[src/core/deser_cfg_pkg.sv]
// constants, field layout and reset values of the deserializer configuration bank
// assumes a single 250 MHz clock domain and an asynchronous active-high reset
//
// Operation
// [RQ1] config bit 4 picks output strobe edge
// [RQ2] mode field 00/01 normal, filter off/on
// [RQ3] mode field 10/11 selects older-link compatibility
// [RQ4] sleep bit keeps registers, not power-down
// [RQ5] bit 0: pins or registers, address excluded
// [RQ6] address bit 7 picks pin or register
// [RQ7] seven-bit address field, reset 1110000
// [RQ8] hold bit 0 forces outputs low
// [RQ9] hold-low acts only while locked
// [RQ10] sleep state 0: outputs low, pass high
// [RQ11] sleep state 1: outputs released, pass high
// [RQ12] map field sets compat-mode LSB mapping
// [RQ13] override bit disables strap-driven hold-low
// [RQ14] oscillator select field, 000 disables
// [RQ15] defaults at reset, writes apply next access
// [RQ16] host writes only permitted addresses; the bank stores any written value and only flags it on bus_address_valid
package deser_cfg_pkg;

  // ==========================================================
  // register offsets and reset values
  localparam logic [7:0] OFS_CONFIG_ONE = 8'h00;
  localparam logic [7:0] OFS_BUS_ADDR = 8'h01;
  localparam logic [7:0] OFS_FEATURES = 8'h02;
  localparam logic [7:0] RST_CONFIG_ONE = 8'h00;
  localparam logic [7:0] RST_BUS_ADDR = 8'h70;
  localparam logic [7:0] RST_FEATURES = 8'h00;
  localparam logic [7:0] UNMAPPED_READ = 8'h00;

  // ==========================================================
  // field positions
  localparam int STROBE_EDGE_BIT = 4;
  localparam int MODE_HI = 3;
  localparam int MODE_LO = 2;
  localparam int SLEEP_BIT = 1;
  localparam int REG_CTRL_BIT = 0;
  localparam int ADDR_SRC_BIT = 7;
  localparam int ADDR_HI = 6;
  localparam int HOLD_LOW_BIT = 7;
  localparam int SLEEP_STATE_BIT = 6;
  localparam int MAP_HI = 5;
  localparam int MAP_LO = 4;
  localparam int STRAP_OVR_BIT = 3;
  localparam int OSC_HI = 2;

  // ==========================================================
  // encodings
  typedef enum logic [1:0] {
    MODE_NORMAL = 2'h0,
    MODE_NORMAL_FILTER = 2'h1,
    MODE_COMPAT_NEWER = 2'h2,
    MODE_COMPAT_OLDER = 2'h3
  } link_mode_t;

  localparam logic [1:0] MAP_PAIR = 2'h0;
  localparam logic [1:0] MAP_ANY = 2'h1;
  localparam logic [2:0] OSC_OFF = 3'h0;

  localparam logic [6:0] ADDR_OK_A = 7'h71;
  localparam logic [6:0] ADDR_OK_B = 7'h72;
  localparam logic [6:0] ADDR_OK_C = 7'h73;
  localparam logic [6:0] ADDR_OK_D = 7'h76;

  localparam int DATA_W = 24;
  localparam int CTRL_W = 3;
  localparam logic [3:0] BYTE_BITS = 4'h8;

  typedef enum logic [2:0] {
    BUS_IDLE = 3'b000,
    BUS_ADDR = 3'b001,
    BUS_ADDR_ACK = 3'b010,
    BUS_WRITE = 3'b011,
    BUS_WRITE_ACK = 3'b100,
    BUS_READ = 3'b101,
    BUS_READ_ACK = 3'b110
  } bus_state_t;

endpackage

[src/core/pin_history.sv]
// one serial-bus line: registered level plus rise and fall pulses
// assumes the line is already synchronous to sys_clk
`timescale 1ns/10ps
`default_nettype none
module pin_history (
  input wire logic sys_clk,
  input wire logic rst,
  input wire logic line_in,
  output logic level,
  output logic rise,
  output logic fall
);
  logic prev_reg;

  // ==========================================================
  // history
  // idle bus lines sit high, so reset to high avoids a false edge
  always_ff @(posedge sys_clk or posedge rst) begin
    if (rst) begin
      level <= 1'b1;
      prev_reg <= 1'b1;
    end else begin
      level <= line_in;
      prev_reg <= level;
    end
  end

  assign rise = level & ~prev_reg;
  assign fall = ~level & prev_reg;
endmodule
`default_nettype wire

[src/core/output_stage.sv]
// parallel output path: hold-low, sleep state and compat LSB mapping
// assumes data, control, lock and pass arrive synchronous to sys_clk
`timescale 1ns/10ps
`default_nettype none
module output_stage
  import deser_cfg_pkg::*;
(
  input wire logic sys_clk,
  input wire logic rst,
  input wire logic [DATA_W-1:0] data_in,
  input wire logic [CTRL_W-1:0] ctrl_in,
  input wire logic rec_clk_in,
  input wire logic lock_in,
  input wire logic pass_in,
  input wire logic edge_rising,
  input wire logic compat,
  input wire logic [1:0] map_sel,
  input wire logic force_low,
  input wire logic sleep,
  input wire logic sleep_release,
  output logic [DATA_W-1:0] data_out,
  output logic [CTRL_W-1:0] ctrl_out,
  output logic clk_out,
  output logic out_oe,
  output logic lock_out,
  output logic pass_out
);
  logic [DATA_W-1:0] mapped;
  logic any_one;

  // ==========================================================
  // compat LSB mapping
  // the older links carry two fewer data bits; the low pair is refilled here
  assign any_one = |data_in;
  always_comb begin
    mapped = data_in;
    if (compat) begin
      // [RQ12] compat LSB fill
      case (map_sel)
        MAP_PAIR: mapped[1:0] = data_in[5:4];
        MAP_ANY: mapped[1:0] = {2{any_one}};
        default: mapped[1:0] = 2'h0;
      endcase
    end
  end

  // ==========================================================
  // output registers
  always_ff @(posedge sys_clk or posedge rst) begin
    if (rst) begin
      data_out <= '0;
      ctrl_out <= '0;
      clk_out <= 1'b0;
      out_oe <= 1'b1;
    end else if (sleep) begin
      // [RQ10] [RQ11] sleep output state
      data_out <= '0;
      ctrl_out <= '0;
      clk_out <= 1'b0;
      out_oe <= ~sleep_release;
    end else if (force_low) begin
      // [RQ8] hold outputs low
      data_out <= '0;
      ctrl_out <= '0;
      clk_out <= 1'b0;
      out_oe <= 1'b1;
    end else begin
      // [RQ1] strobe edge choice
      data_out <= mapped;
      ctrl_out <= ctrl_in;
      clk_out <= edge_rising ? rec_clk_in : ~rec_clk_in;
      out_oe <= 1'b1;
    end
  end

  // lock is never gated; pass reads high during sleep
  always_ff @(posedge sys_clk or posedge rst) begin
    if (rst) begin
      lock_out <= 1'b0;
      pass_out <= 1'b0;
    end else begin
      lock_out <= lock_in;
      pass_out <= pass_in | sleep;
    end
  end
endmodule
`default_nettype wire

[src/core/deser_config_bank.sv]
// deserializer configuration bank with its two-wire serial control bus slave
// assumes scl/sda already synchronous to sys_clk; sda is open drain outside
`timescale 1ns/10ps
`default_nettype none
module deser_config_bank
  import deser_cfg_pkg::*;
(
  input wire logic sys_clk,
  input wire logic rst,
  input wire logic scl_in,
  input wire logic sda_in,
  output logic sda_out,
  output logic sda_oe,
  input wire logic [6:0] addr_pin_value,
  input wire logic strobe_edge_pin,
  input wire logic [1:0] mode_pin,
  input wire logic hold_low_strap,
  input wire logic lock_in,
  input wire logic pass_in,
  input wire logic rec_clk_in,
  input wire logic [DATA_W-1:0] data_in,
  input wire logic [CTRL_W-1:0] ctrl_in,
  output logic recovered_clock_output,
  output logic [DATA_W-1:0] data_out,
  output logic control_output_one,
  output logic control_output_two,
  output logic control_output_three,
  output logic out_oe,
  output logic lock_out,
  output logic pass_out,
  output logic output_strobe_edge_select,
  output logic [1:0] link_mode,
  output logic ctrl_filter_en,
  output logic compat_mode,
  output logic sleep_active,
  output logic [2:0] internal_oscillator_select,
  output logic internal_osc_en,
  output logic [6:0] active_bus_address,
  output logic bus_address_valid
);
  // ==========================================================
  // declarations
  logic [7:0] config_one_reg;
  logic [7:0] bus_addr_reg;
  logic [7:0] features_reg;
  bus_state_t state_reg;
  logic [3:0] bit_cnt_reg;
  logic [7:0] shift_reg;
  logic [7:0] ptr_reg;
  logic is_read_reg;
  logic first_byte_reg;
  logic ack_ok_reg;
  logic scl_level, scl_rise, scl_fall;
  logic sda_level, sda_rise, sda_fall;
  logic start_seen, stop_seen;
  logic byte_in_done, wr_en, rd_load;
  logic [7:0] rd_data;
  logic reg_ctrl, hold_feature_on, force_low;
  logic [CTRL_W-1:0] ctrl_out_bus;
  link_mode_t mode_eff;

  // ==========================================================
  // bus line history
  pin_history u_scl (
    .sys_clk(sys_clk),
    .rst(rst),
    .line_in(scl_in),
    .level(scl_level),
    .rise(scl_rise),
    .fall(scl_fall)
  );

  pin_history u_sda (
    .sys_clk(sys_clk),
    .rst(rst),
    .line_in(sda_in),
    .level(sda_level),
    .rise(sda_rise),
    .fall(sda_fall)
  );

  assign start_seen = sda_fall & scl_level;
  assign stop_seen = sda_rise & scl_level;

  // open drain: only ever pull low
  assign sda_out = 1'b0;

  // ==========================================================
  // address select
  // [RQ6] address source select
  assign active_bus_address = bus_addr_reg[ADDR_SRC_BIT] ? bus_addr_reg[ADDR_HI:0] : addr_pin_value;

  // [RQ16] permitted address check
  assign bus_address_valid = (bus_addr_reg[ADDR_HI:0] == ADDR_OK_A) ||
                             (bus_addr_reg[ADDR_HI:0] == ADDR_OK_B) ||
                             (bus_addr_reg[ADDR_HI:0] == ADDR_OK_C) ||
                             (bus_addr_reg[ADDR_HI:0] == ADDR_OK_D);

  // ==========================================================
  // transfer strobes
  assign byte_in_done = (state_reg == BUS_WRITE) && scl_fall && (bit_cnt_reg == BYTE_BITS);
  assign wr_en = byte_in_done && !first_byte_reg;
  assign rd_load = scl_fall && (((state_reg == BUS_ADDR_ACK) && is_read_reg) ||
                                ((state_reg == BUS_READ_ACK) && ack_ok_reg));

  always_comb begin
    case (ptr_reg)
      OFS_CONFIG_ONE: rd_data = config_one_reg;
      OFS_BUS_ADDR: rd_data = bus_addr_reg;
      OFS_FEATURES: rd_data = features_reg;
      default: rd_data = UNMAPPED_READ;
    endcase
  end

  // ==========================================================
  // serial bus slave state machine
  // start and stop win over any bit activity in the same cycle
  always_ff @(posedge sys_clk or posedge rst) begin
    if (rst) begin
      state_reg <= BUS_IDLE;
      bit_cnt_reg <= 4'h0;
      shift_reg <= 8'h00;
      is_read_reg <= 1'b0;
      ack_ok_reg <= 1'b0;
      sda_oe <= 1'b0;
    end else if (start_seen) begin
      state_reg <= BUS_ADDR;
      bit_cnt_reg <= 4'h0;
      sda_oe <= 1'b0;
    end else if (stop_seen) begin
      state_reg <= BUS_IDLE;
      sda_oe <= 1'b0;
    end else begin
      case (state_reg)
        BUS_ADDR, BUS_WRITE: begin
          if (scl_rise && (bit_cnt_reg != BYTE_BITS)) begin
            shift_reg <= {shift_reg[6:0], sda_level};
            bit_cnt_reg <= bit_cnt_reg + 4'h1;
          end else if (scl_fall && (bit_cnt_reg == BYTE_BITS)) begin
            bit_cnt_reg <= 4'h0;
            if (state_reg == BUS_WRITE) begin
              state_reg <= BUS_WRITE_ACK;
              sda_oe <= 1'b1;
            end else if (shift_reg[7:1] == active_bus_address) begin
              state_reg <= BUS_ADDR_ACK;
              is_read_reg <= shift_reg[0];
              sda_oe <= 1'b1;
            end else begin
              // not ours: stay off the bus until the next start
              state_reg <= BUS_IDLE;
            end
          end
        end
        BUS_ADDR_ACK, BUS_WRITE_ACK: begin
          if (scl_fall) begin
            if (rd_load) begin
              state_reg <= BUS_READ;
              shift_reg <= rd_data;
              sda_oe <= ~rd_data[7];
              bit_cnt_reg <= 4'h1;
            end else begin
              state_reg <= BUS_WRITE;
              sda_oe <= 1'b0;
            end
          end
        end
        BUS_READ: begin
          if (scl_fall) begin
            if (bit_cnt_reg == BYTE_BITS) begin
              state_reg <= BUS_READ_ACK;
              sda_oe <= 1'b0;
            end else begin
              sda_oe <= ~shift_reg[6];
              shift_reg <= {shift_reg[6:0], 1'b0};
              bit_cnt_reg <= bit_cnt_reg + 4'h1;
            end
          end
        end
        BUS_READ_ACK: begin
          if (scl_rise) begin
            ack_ok_reg <= ~sda_level;
          end else if (scl_fall) begin
            if (rd_load) begin
              state_reg <= BUS_READ;
              shift_reg <= rd_data;
              sda_oe <= ~rd_data[7];
              bit_cnt_reg <= 4'h1;
            end else begin
              // host refused the byte: read ends here
              state_reg <= BUS_IDLE;
            end
          end
        end
        default: begin
          state_reg <= BUS_IDLE;
          sda_oe <= 1'b0;
        end
      endcase
    end
  end

  // ==========================================================
  // register pointer
  // first written byte is the pointer; data then auto-increments
  always_ff @(posedge sys_clk or posedge rst) begin
    if (rst) begin
      first_byte_reg <= 1'b1;
    end else if (start_seen) begin
      first_byte_reg <= 1'b1;
    end else if (byte_in_done) begin
      first_byte_reg <= 1'b0;
    end
  end

  always_ff @(posedge sys_clk or posedge rst) begin
    if (rst) begin
      ptr_reg <= 8'h00;
    end else if (byte_in_done && first_byte_reg) begin
      ptr_reg <= shift_reg;
    end else if (wr_en || rd_load) begin
      ptr_reg <= ptr_reg + 8'h01;
    end
  end

  // ==========================================================
  // registers
  // [RQ15] defaults and bus writes
  always_ff @(posedge sys_clk or posedge rst) begin
    if (rst) begin
      config_one_reg <= RST_CONFIG_ONE;
    end else if (wr_en && (ptr_reg == OFS_CONFIG_ONE)) begin
      config_one_reg <= shift_reg;
    end
  end

  // [RQ16] host picks a permitted address
  always_ff @(posedge sys_clk or posedge rst) begin
    if (rst) begin
      bus_addr_reg <= RST_BUS_ADDR;
    end else if (wr_en && (ptr_reg == OFS_BUS_ADDR)) begin
      bus_addr_reg <= shift_reg;
    end
  end

  always_ff @(posedge sys_clk or posedge rst) begin
    if (rst) begin
      features_reg <= RST_FEATURES;
    end else if (wr_en && (ptr_reg == OFS_FEATURES)) begin
      features_reg <= shift_reg;
    end
  end

  // ==========================================================
  // effective configuration
  // [RQ5] pin or register control
  assign reg_ctrl = config_one_reg[REG_CTRL_BIT];
  assign output_strobe_edge_select = reg_ctrl ? config_one_reg[STROBE_EDGE_BIT] : strobe_edge_pin;
  assign mode_eff = link_mode_t'(reg_ctrl ? config_one_reg[MODE_HI:MODE_LO] : mode_pin);
  assign link_mode = mode_eff;

  // [RQ2] normal mode filter
  assign ctrl_filter_en = (mode_eff == MODE_NORMAL_FILTER);

  // [RQ3] compatibility modes
  assign compat_mode = (mode_eff == MODE_COMPAT_NEWER) || (mode_eff == MODE_COMPAT_OLDER);

  // [RQ4] sleep, registers kept
  assign sleep_active = config_one_reg[SLEEP_BIT];

  // [RQ13] strap override
  assign hold_feature_on = hold_low_strap && !features_reg[STRAP_OVR_BIT];

  // [RQ9] hold only while locked
  assign force_low = hold_feature_on && lock_in && !features_reg[HOLD_LOW_BIT];

  // [RQ14] oscillator select
  assign internal_oscillator_select = features_reg[OSC_HI:0];
  assign internal_osc_en = (features_reg[OSC_HI:0] != OSC_OFF);

  // ==========================================================
  // output path
  output_stage u_out (
    .sys_clk(sys_clk),
    .rst(rst),
    .data_in(data_in),
    .ctrl_in(ctrl_in),
    .rec_clk_in(rec_clk_in),
    .lock_in(lock_in),
    .pass_in(pass_in),
    .edge_rising(output_strobe_edge_select),
    .compat(compat_mode),
    .map_sel(features_reg[MAP_HI:MAP_LO]),
    .force_low(force_low),
    .sleep(sleep_active),
    .sleep_release(features_reg[SLEEP_STATE_BIT]),
    .data_out(data_out),
    .ctrl_out(ctrl_out_bus),
    .clk_out(recovered_clock_output),
    .out_oe(out_oe),
    .lock_out(lock_out),
    .pass_out(pass_out)
  );

  assign control_output_one = ctrl_out_bus[0];
  assign control_output_two = ctrl_out_bus[1];
  assign control_output_three = ctrl_out_bus[2];
endmodule
`default_nettype wire

[config.mk]
export PLATFORM = sky130hd
export DESIGN_NAME = deser_config_bank
export DESIGN_NICKNAME = d
export VERILOG_FILES = /design/src/core/deser_cfg_pkg.sv /design/src/core/pin_history.sv /design/src/core/output_stage.sv /design/src/core/deser_config_bank.sv
export SDC_FILE = /design/constraint.sdc
export NUM_CORES = 1
export LEC_CHECK = 0
export BUFFER_PORTS_ARGS = -buffer_cell sky130_fd_sc_hd__buf_2
export CAP_MARGIN = 30
export CORE_MARGIN = 2
export CORE_UTILIZATION = 54
export DETAILED_ROUTE_END_ITERATION = 10
export PLACE_DENSITY = 0.79
export SLEW_MARGIN = 30
export SYNTH_ARGS = -nofsm -noshare
export SYNTH_HDL_FRONTEND = slang
export SYNTH_SLANG_ARGS = --single-unit
[constraint.sdc]
create_clock -name sys_clk -period 3.95 [get_ports sys_clk]
set_clock_uncertainty 0.1 [all_clocks]
set_input_delay 0.79 -clock sys_clk [delete_from_list [all_inputs] [get_ports sys_clk]]
set_output_delay 0.79 -clock sys_clk [all_outputs]
set_load 0.1 [all_outputs]
# Yosys cells after proc, flatten, opt, wreduce, memory -nomap -nowiden

Cells that the tools add are included.

Register bits after elaboration: 86
Output and inout bits: 51
Logic and storage cells: 182

Add/sub/neg operators: 2
Equal/unequal tests: 37
Muxes and demuxes: 63
Bitwise operators: 19
Reduce and logical (&&, ||, !) cells: 40

Operator list:

| cell                                           | number |
|---|---|
| two-way mux 8 bit                              | 8 |
| two-way mux 24 bit                             | 2 |
| two-way mux 3 bit                              | 14 |
| != test 4 bit (second input constant)          | 10 |
| two-way mux 4 bit                              | 9 |
| one-hot mux 8 bit (4 select lines)             | 1 |
| == test 7 bit (second input constant)          | 4 |
| one-hot mux 8 bit (3 select lines)             | 1 |
| OR reduction 24 bit                            | 1 |
| AND reduction 7 bit                            | 3 |
| two-way mux 1 bit                              | 20 |
| one-hot mux 4 bit (4 select lines)             | 1 |
| logical AND 1 bit                              | 15 |
| inverter 1 bit                                 | 12 |
| one-hot mux 3 bit (4 select lines)             | 1 |
| != test 2 bit (second input constant)          | 5 |
| == test 3 bit (second input constant)          | 3 |
| != test 3 bit (second input constant)          | 3 |
| adder 8 x 1 -> 8 bit (second input constant)   | 1 |
| == test 8 x 1 -> 1 bit (second input constant) | 1 |
| == test 8 x 2 -> 1 bit (second input constant) | 1 |
| zero test 8 bit                                | 1 |
| AND reduction 8 bit                            | 1 |
| == test 7 bit                                  | 1 |
| other kinds (23)                               | 42 |

# Logic depth before layout (Yosys ltp)

Depth in word-level cells: 10
Depth in mapped cells: 9

# By module

Synthesis repeated with hierarchy kept, for this count alone.

Cell total of the unflattened synthesis: 423
Area, all modules: 4488.1 um2

Modules (own cells, without submodules):

| module            | instances | cells each | area each (um2) | sequential area each (um2) |
|---|---|---|---|---|
| deser_config_bank | 1         | 332        | 3248.1          | 1281.2 |
| output_stage      | 1         | 81         | 1097.3          | 777.0 |
| pin_history       | 2         | 5          | 71.3            | 52.6 |

# Worst setup path before layout

Ideal clock, no wire load.

Path type: flip-flop to output port
From: register bus_addr_reg[6]
To: output port bus_address_valid
Arrival: 2.882 ns
Required time: 3.060 ns
Slack: 0.178 ns
Cell stages (with the launch flop): 3
Cell sequence: dfstp_2 nand4b_1 a211oi_1

Longest elaborated chain between the ends: 4

RTL lines:

| item                                    | line                                             | source |
|---|---|---|
| start, declared                         | deser_config_bank.sv:44                          | `logic [7:0] bus_addr_reg;` |
| start signal, assigned                  | deser_config_bank.sv:241                         | `bus_addr_reg <= shift_reg;` |
| == test 7 bit, on equally long branches | deser_config_bank.sv:94, deser_config_bank.sv:95 |  |
| logical OR 1 bit                        | deser_config_bank.sv:94                          | `assign bus_address_valid = (bus_addr_reg[ADDR_HI:0] == ADDR_OK_A) \|\|` |
| logical OR 1 bit                        | deser_config_bank.sv:95                          | `(bus_addr_reg[ADDR_HI:0] == ADDR_OK_B) \|\|` |
| logical OR 1 bit (*)                    | deser_config_bank.sv:96                          | `(bus_addr_reg[ADDR_HI:0] == ADDR_OK_C) \|\|` |
| end, declared                           | deser_config_bank.sv:39                          | `output logic bus_address_valid` |

Every way passes the cells marked *; elsewhere a longest branch is shown, timed or not.

# Worst setup path after layout

From: register config_one_reg[0]
To: output port ctrl_filter_en

Longest elaborated chain between the ends: 2

RTL lines:

| item                   | line                     | source |
|---|---|---|
| start, declared        | deser_config_bank.sv:43  | `logic [7:0] config_one_reg;` |
| start signal, assigned | deser_config_bank.sv:232 | `config_one_reg <= shift_reg;` |
| two-way mux 2 bit      | deser_config_bank.sv:258 | `assign mode_eff = link_mode_t'(reg_ctrl ? config_one_reg[MODE_HI:MODE_LO] : mode_pin);` |
| == test 2 x 1 -> 1 bit | deser_config_bank.sv:262 | `assign ctrl_filter_en = (mode_eff == MODE_NORMAL_FILTER);` |
| end, declared          | deser_config_bank.sv:33  | `output logic ctrl_filter_en,` |

Every way passes these cells.

==> results.rst <==
.. list-table::
   :header-rows: 1

   * - Metric
     - Value
   * - Worst hold path type
     - flop to flop
   * - Maximum count of clock buffers along a single path
     - 2
   * - Number of enable flip-flop cells after synthesis
     - 0
   * - Placeable Area
     - 0.00777 mm2
   * - Warning count from the yosys run
     - 0
   * - Max-capacitance violation count
     - 0
   * - Detail-routed net length per standard cell
     - 16.9 um
   * - H-Tree Level Count
     - 3
   * - Number of distinct library cells after synthesis
     - 61
   * - Via count
     - 3462
   * - Initial antenna violation count
     - 0
   * - Instance area after placement
     - 0.00488 mm2
   * - Die Height
     - 94.0 um
   * - Final instance area
     - 0.00509 mm2
   * - Sequential cell area fraction in the yosys report
     - 49.5%
   * - Areal power density over the cells
     - 420 mW/mm2
   * - Drt first-iter violations
     - 255
   * - Total global routing overflow
     - 0
   * - Unrepaired setup endpoints after global routing
     - false
   * - Routability Congestion
     - 0.845
   * - Kind of start point of the critical path
     - flop
   * - Most frequent cells in the layout
     - sky130_fd_sc_hd__buf_2, sky130_fd_sc_hd__dfrtp_1, sky130_fd_sc_hd__mux2_2, sky130_fd_sc_hd__nand2_1, sky130_fd_sc_hd__and2_1
   * - Post-synthesis register bit count
     - 86
   * - Result of the run
     - completed
   * - Critical path data arrival time
     - 1.76 ns
   * - Iteration count of the initial detailed-routing pass
     - 5
   * - Number of nets in the finished design
     - 547
   * - Synthesized area per cell
     - 10.7 um2
   * - Most area-consuming cells after synthesis
     - sky130_fd_sc_hd__dfrtp_1, sky130_fd_sc_hd__mux2_2, sky130_fd_sc_hd__dfstp_2
   * - Share of layout cells above drive strength 1
     - 35.3%
   * - Max reg flops
     - 24
   * - Final TNS setup
     - 0 ns
   * - Clock tree from TritonCTS
     - yes
   * - Asr flop ratio synth
     - 100%
   * - Highest attainable clock frequency
     - 378 MHz
   * - Per-cell via count in the routed design
     - 5.74
   * - Mapped Area
     - 0.00437 mm2
   * - Global-route wire length before repair
     - 16900 um
   * - Most used flip-flop cell after synthesis
     - sky130_fd_sc_hd__dfrtp_1
   * - Cts bufs inserted
     - 9
   * - Total number of placement rows
     - 32
   * - I/O pins
     - 96
   * - Largest net degree at the start of global routing
     - 57
   * - Slew HR
     - 48.5%
   * - Area Overhead vs Synth
     - 16.5%
   * - Count of buffers inserted at the top-level ports
     - 94
   * - Chip width
     - 94.0 um
   * - Area of the die
     - 0.00883 mm2
   * - Maximum resistive drop on vdd
     - 0.000397 V
   * - Vias in the first global route
     - 3450
   * - Clock tree root buffer cell
     - sky130_fd_sc_hd__clkbuf_8
   * - Clock sinks
     - 86
   * - Hold Vio Cnt, Final
     - 0
   * - Cts repair resizes
     - 0
   * - Setup CP Type
     - flop to output pin
   * - Count of hold-fix buffers inserted at cts
     - 0
   * - Cell type with the highest aggregate area in the netlist
     - sky130_fd_sc_hd__dfrtp_1
   * - CP max FO
     - 6
   * - Final critical-path required period
     - 2.65 ns
   * - Register name with the most flops
     - u_out.data_out
   * - DRC Markers
     - 0
   * - Fraction of the cycle the final worst path needs
     - 67.0%
   * - Layout fillers
     - 631
   * - Total global routing track utilization
     - 24.5%
   * - Number of failing setup endpoints in the final timing report
     - 0
   * - Req. time, crit path
     - 3.06 ns
   * - ANT cells
     - 0
   * - Clock Pin Slew Worst Setup and Hold Paths
     - 0.08 ns
   * - Detailed Place HPWL
     - 7580 um
   * - Clock Latency Late Sink
     - 0.35 ns
   * - Number of cells produced by synthesis
     - 407
   * - Initial Utilization
     - 56.3%
   * - Share of the synthesized area in the top cell type
     - 44.1%
   * - Number of pins with negative max-slew slack in the final report
     - 0
   * - Lkg Pwr
     - 2.34 nW
   * - Most common cell after layout, fill and taps aside
     - sky130_fd_sc_hd__buf_2
   * - Postcts setup bufs
     - 0
   * - Remaining antenna violation count
     - 0
   * - Total length of routed wires
     - 10200 um
   * - Number of nets in the synthesized netlist
     - 458
   * - Critical Path End Type
     - output pin
   * - Actual transition at the worst max-transition pin
     - 0.773 ns
   * - Worst Hold Slack
     - 0.340 ns
## path summary, 6_finish.rpt
| kind | from | to | slack [ns] | depth (start not counted) |
|---|---|---|---|---|
| max in group asynchronous | rst | u_out.data_out[13] | 2.59 | 3 |
| min reg2reg | u_scl.level | u_scl.prev_reg | 0.34 | 0 |
| max reg2reg | state_reg[2] | ptr_reg[3] | 1.32 | 6 |
| min in group asynchronous | rst | state_reg[0] | 0.45 | 2 |
| min | u_scl.level | u_scl.prev_reg | 0.34 | 0 |
| max | config_one_reg[0] | ctrl_filter_en | 1.30 | 3 |
## logic make-up (layout without fill, tap and decap cells)
logic type	count (synthesis)	in the layout	synth area share, %
xor+xnor	11	11	2.20
compound gates	90	90	13.7
fa+ha+maj	6	6	1.72
simple gates	145	145	19.3
mux	40	40	10.2
other cells	1	1	0.0858
buf+inv	28	122	3.23
flops	86	86	49.5
## final cells by class
type | instances | area [um2] | area share [%]
clock buffer | 11 | 141 | 2.78
clock inverter | 5 | 58.8 | 1.15
inverter | 9 | 36.3 | 0.712
multi-input combinational | 293 | 2070 | 40.7
sequential | 86 | 2160 | 42.5
tap | 102 | 128 | 2.51
timing repair buffer | 97 | 493 | 9.68
## critical path, cell delays in order (launching register included)
cell,delay (ns)
sky130_fd_sc_hd__dfrtp_1,0.46
sky130_fd_sc_hd__mux2_2,0.42
sky130_fd_sc_hd__nor2b_1,0.11
sky130_fd_sc_hd__buf_2,0.43
## power breakdown
group | switching (mW) | internal [mW]
logic | 0.338 | 0.117
clock network | 0.311 | 0.311
registers | 0.116 | 0.944
total | 0.765 | 1.37
## synth_stat cells, types with 8 or more instances
cell type / count
sky130_fd_sc_hd__nor4_1: 9
sky130_fd_sc_hd__and2_1: 27
sky130_fd_sc_hd__inv_1: 9
sky130_fd_sc_hd__nor2_1: 26
sky130_fd_sc_hd__nand3_1: 8
sky130_fd_sc_hd__o21ai_0: 18
sky130_fd_sc_hd__mux2_2: 36
sky130_fd_sc_hd__nand2_1: 33
sky130_fd_sc_hd__a21oi_1: 24
sky130_fd_sc_hd__dfstp_2: 9
sky130_fd_sc_hd__dfrtp_1: 77
## routing by layer
layer,share of wire (%),vias to the layer above,track usage (%),wire (um)
met5,0,-,0,0
met4,1.2,0,7.85,125
met3,6.1,15,3.69,622
met2,48,124,40.0,4940
met1,44,1685,33.7,4520
li1,-,1638,-,-
## per-stage QoR
step	worst slack [ns]	total power [mW]	utilization (%)	std cells
finish	1.30	2.14	65.6	603
global placement	1.30	1.52	62.9	587
CTS	1.30	2.15	65.5	603
global route	1.08	2.22	65.6	603
detailed placement	1.27	1.53	62.9	587
floorplan	0.178	1.40	-	407
Note: power is estimated with default switching activity, not from simulation.
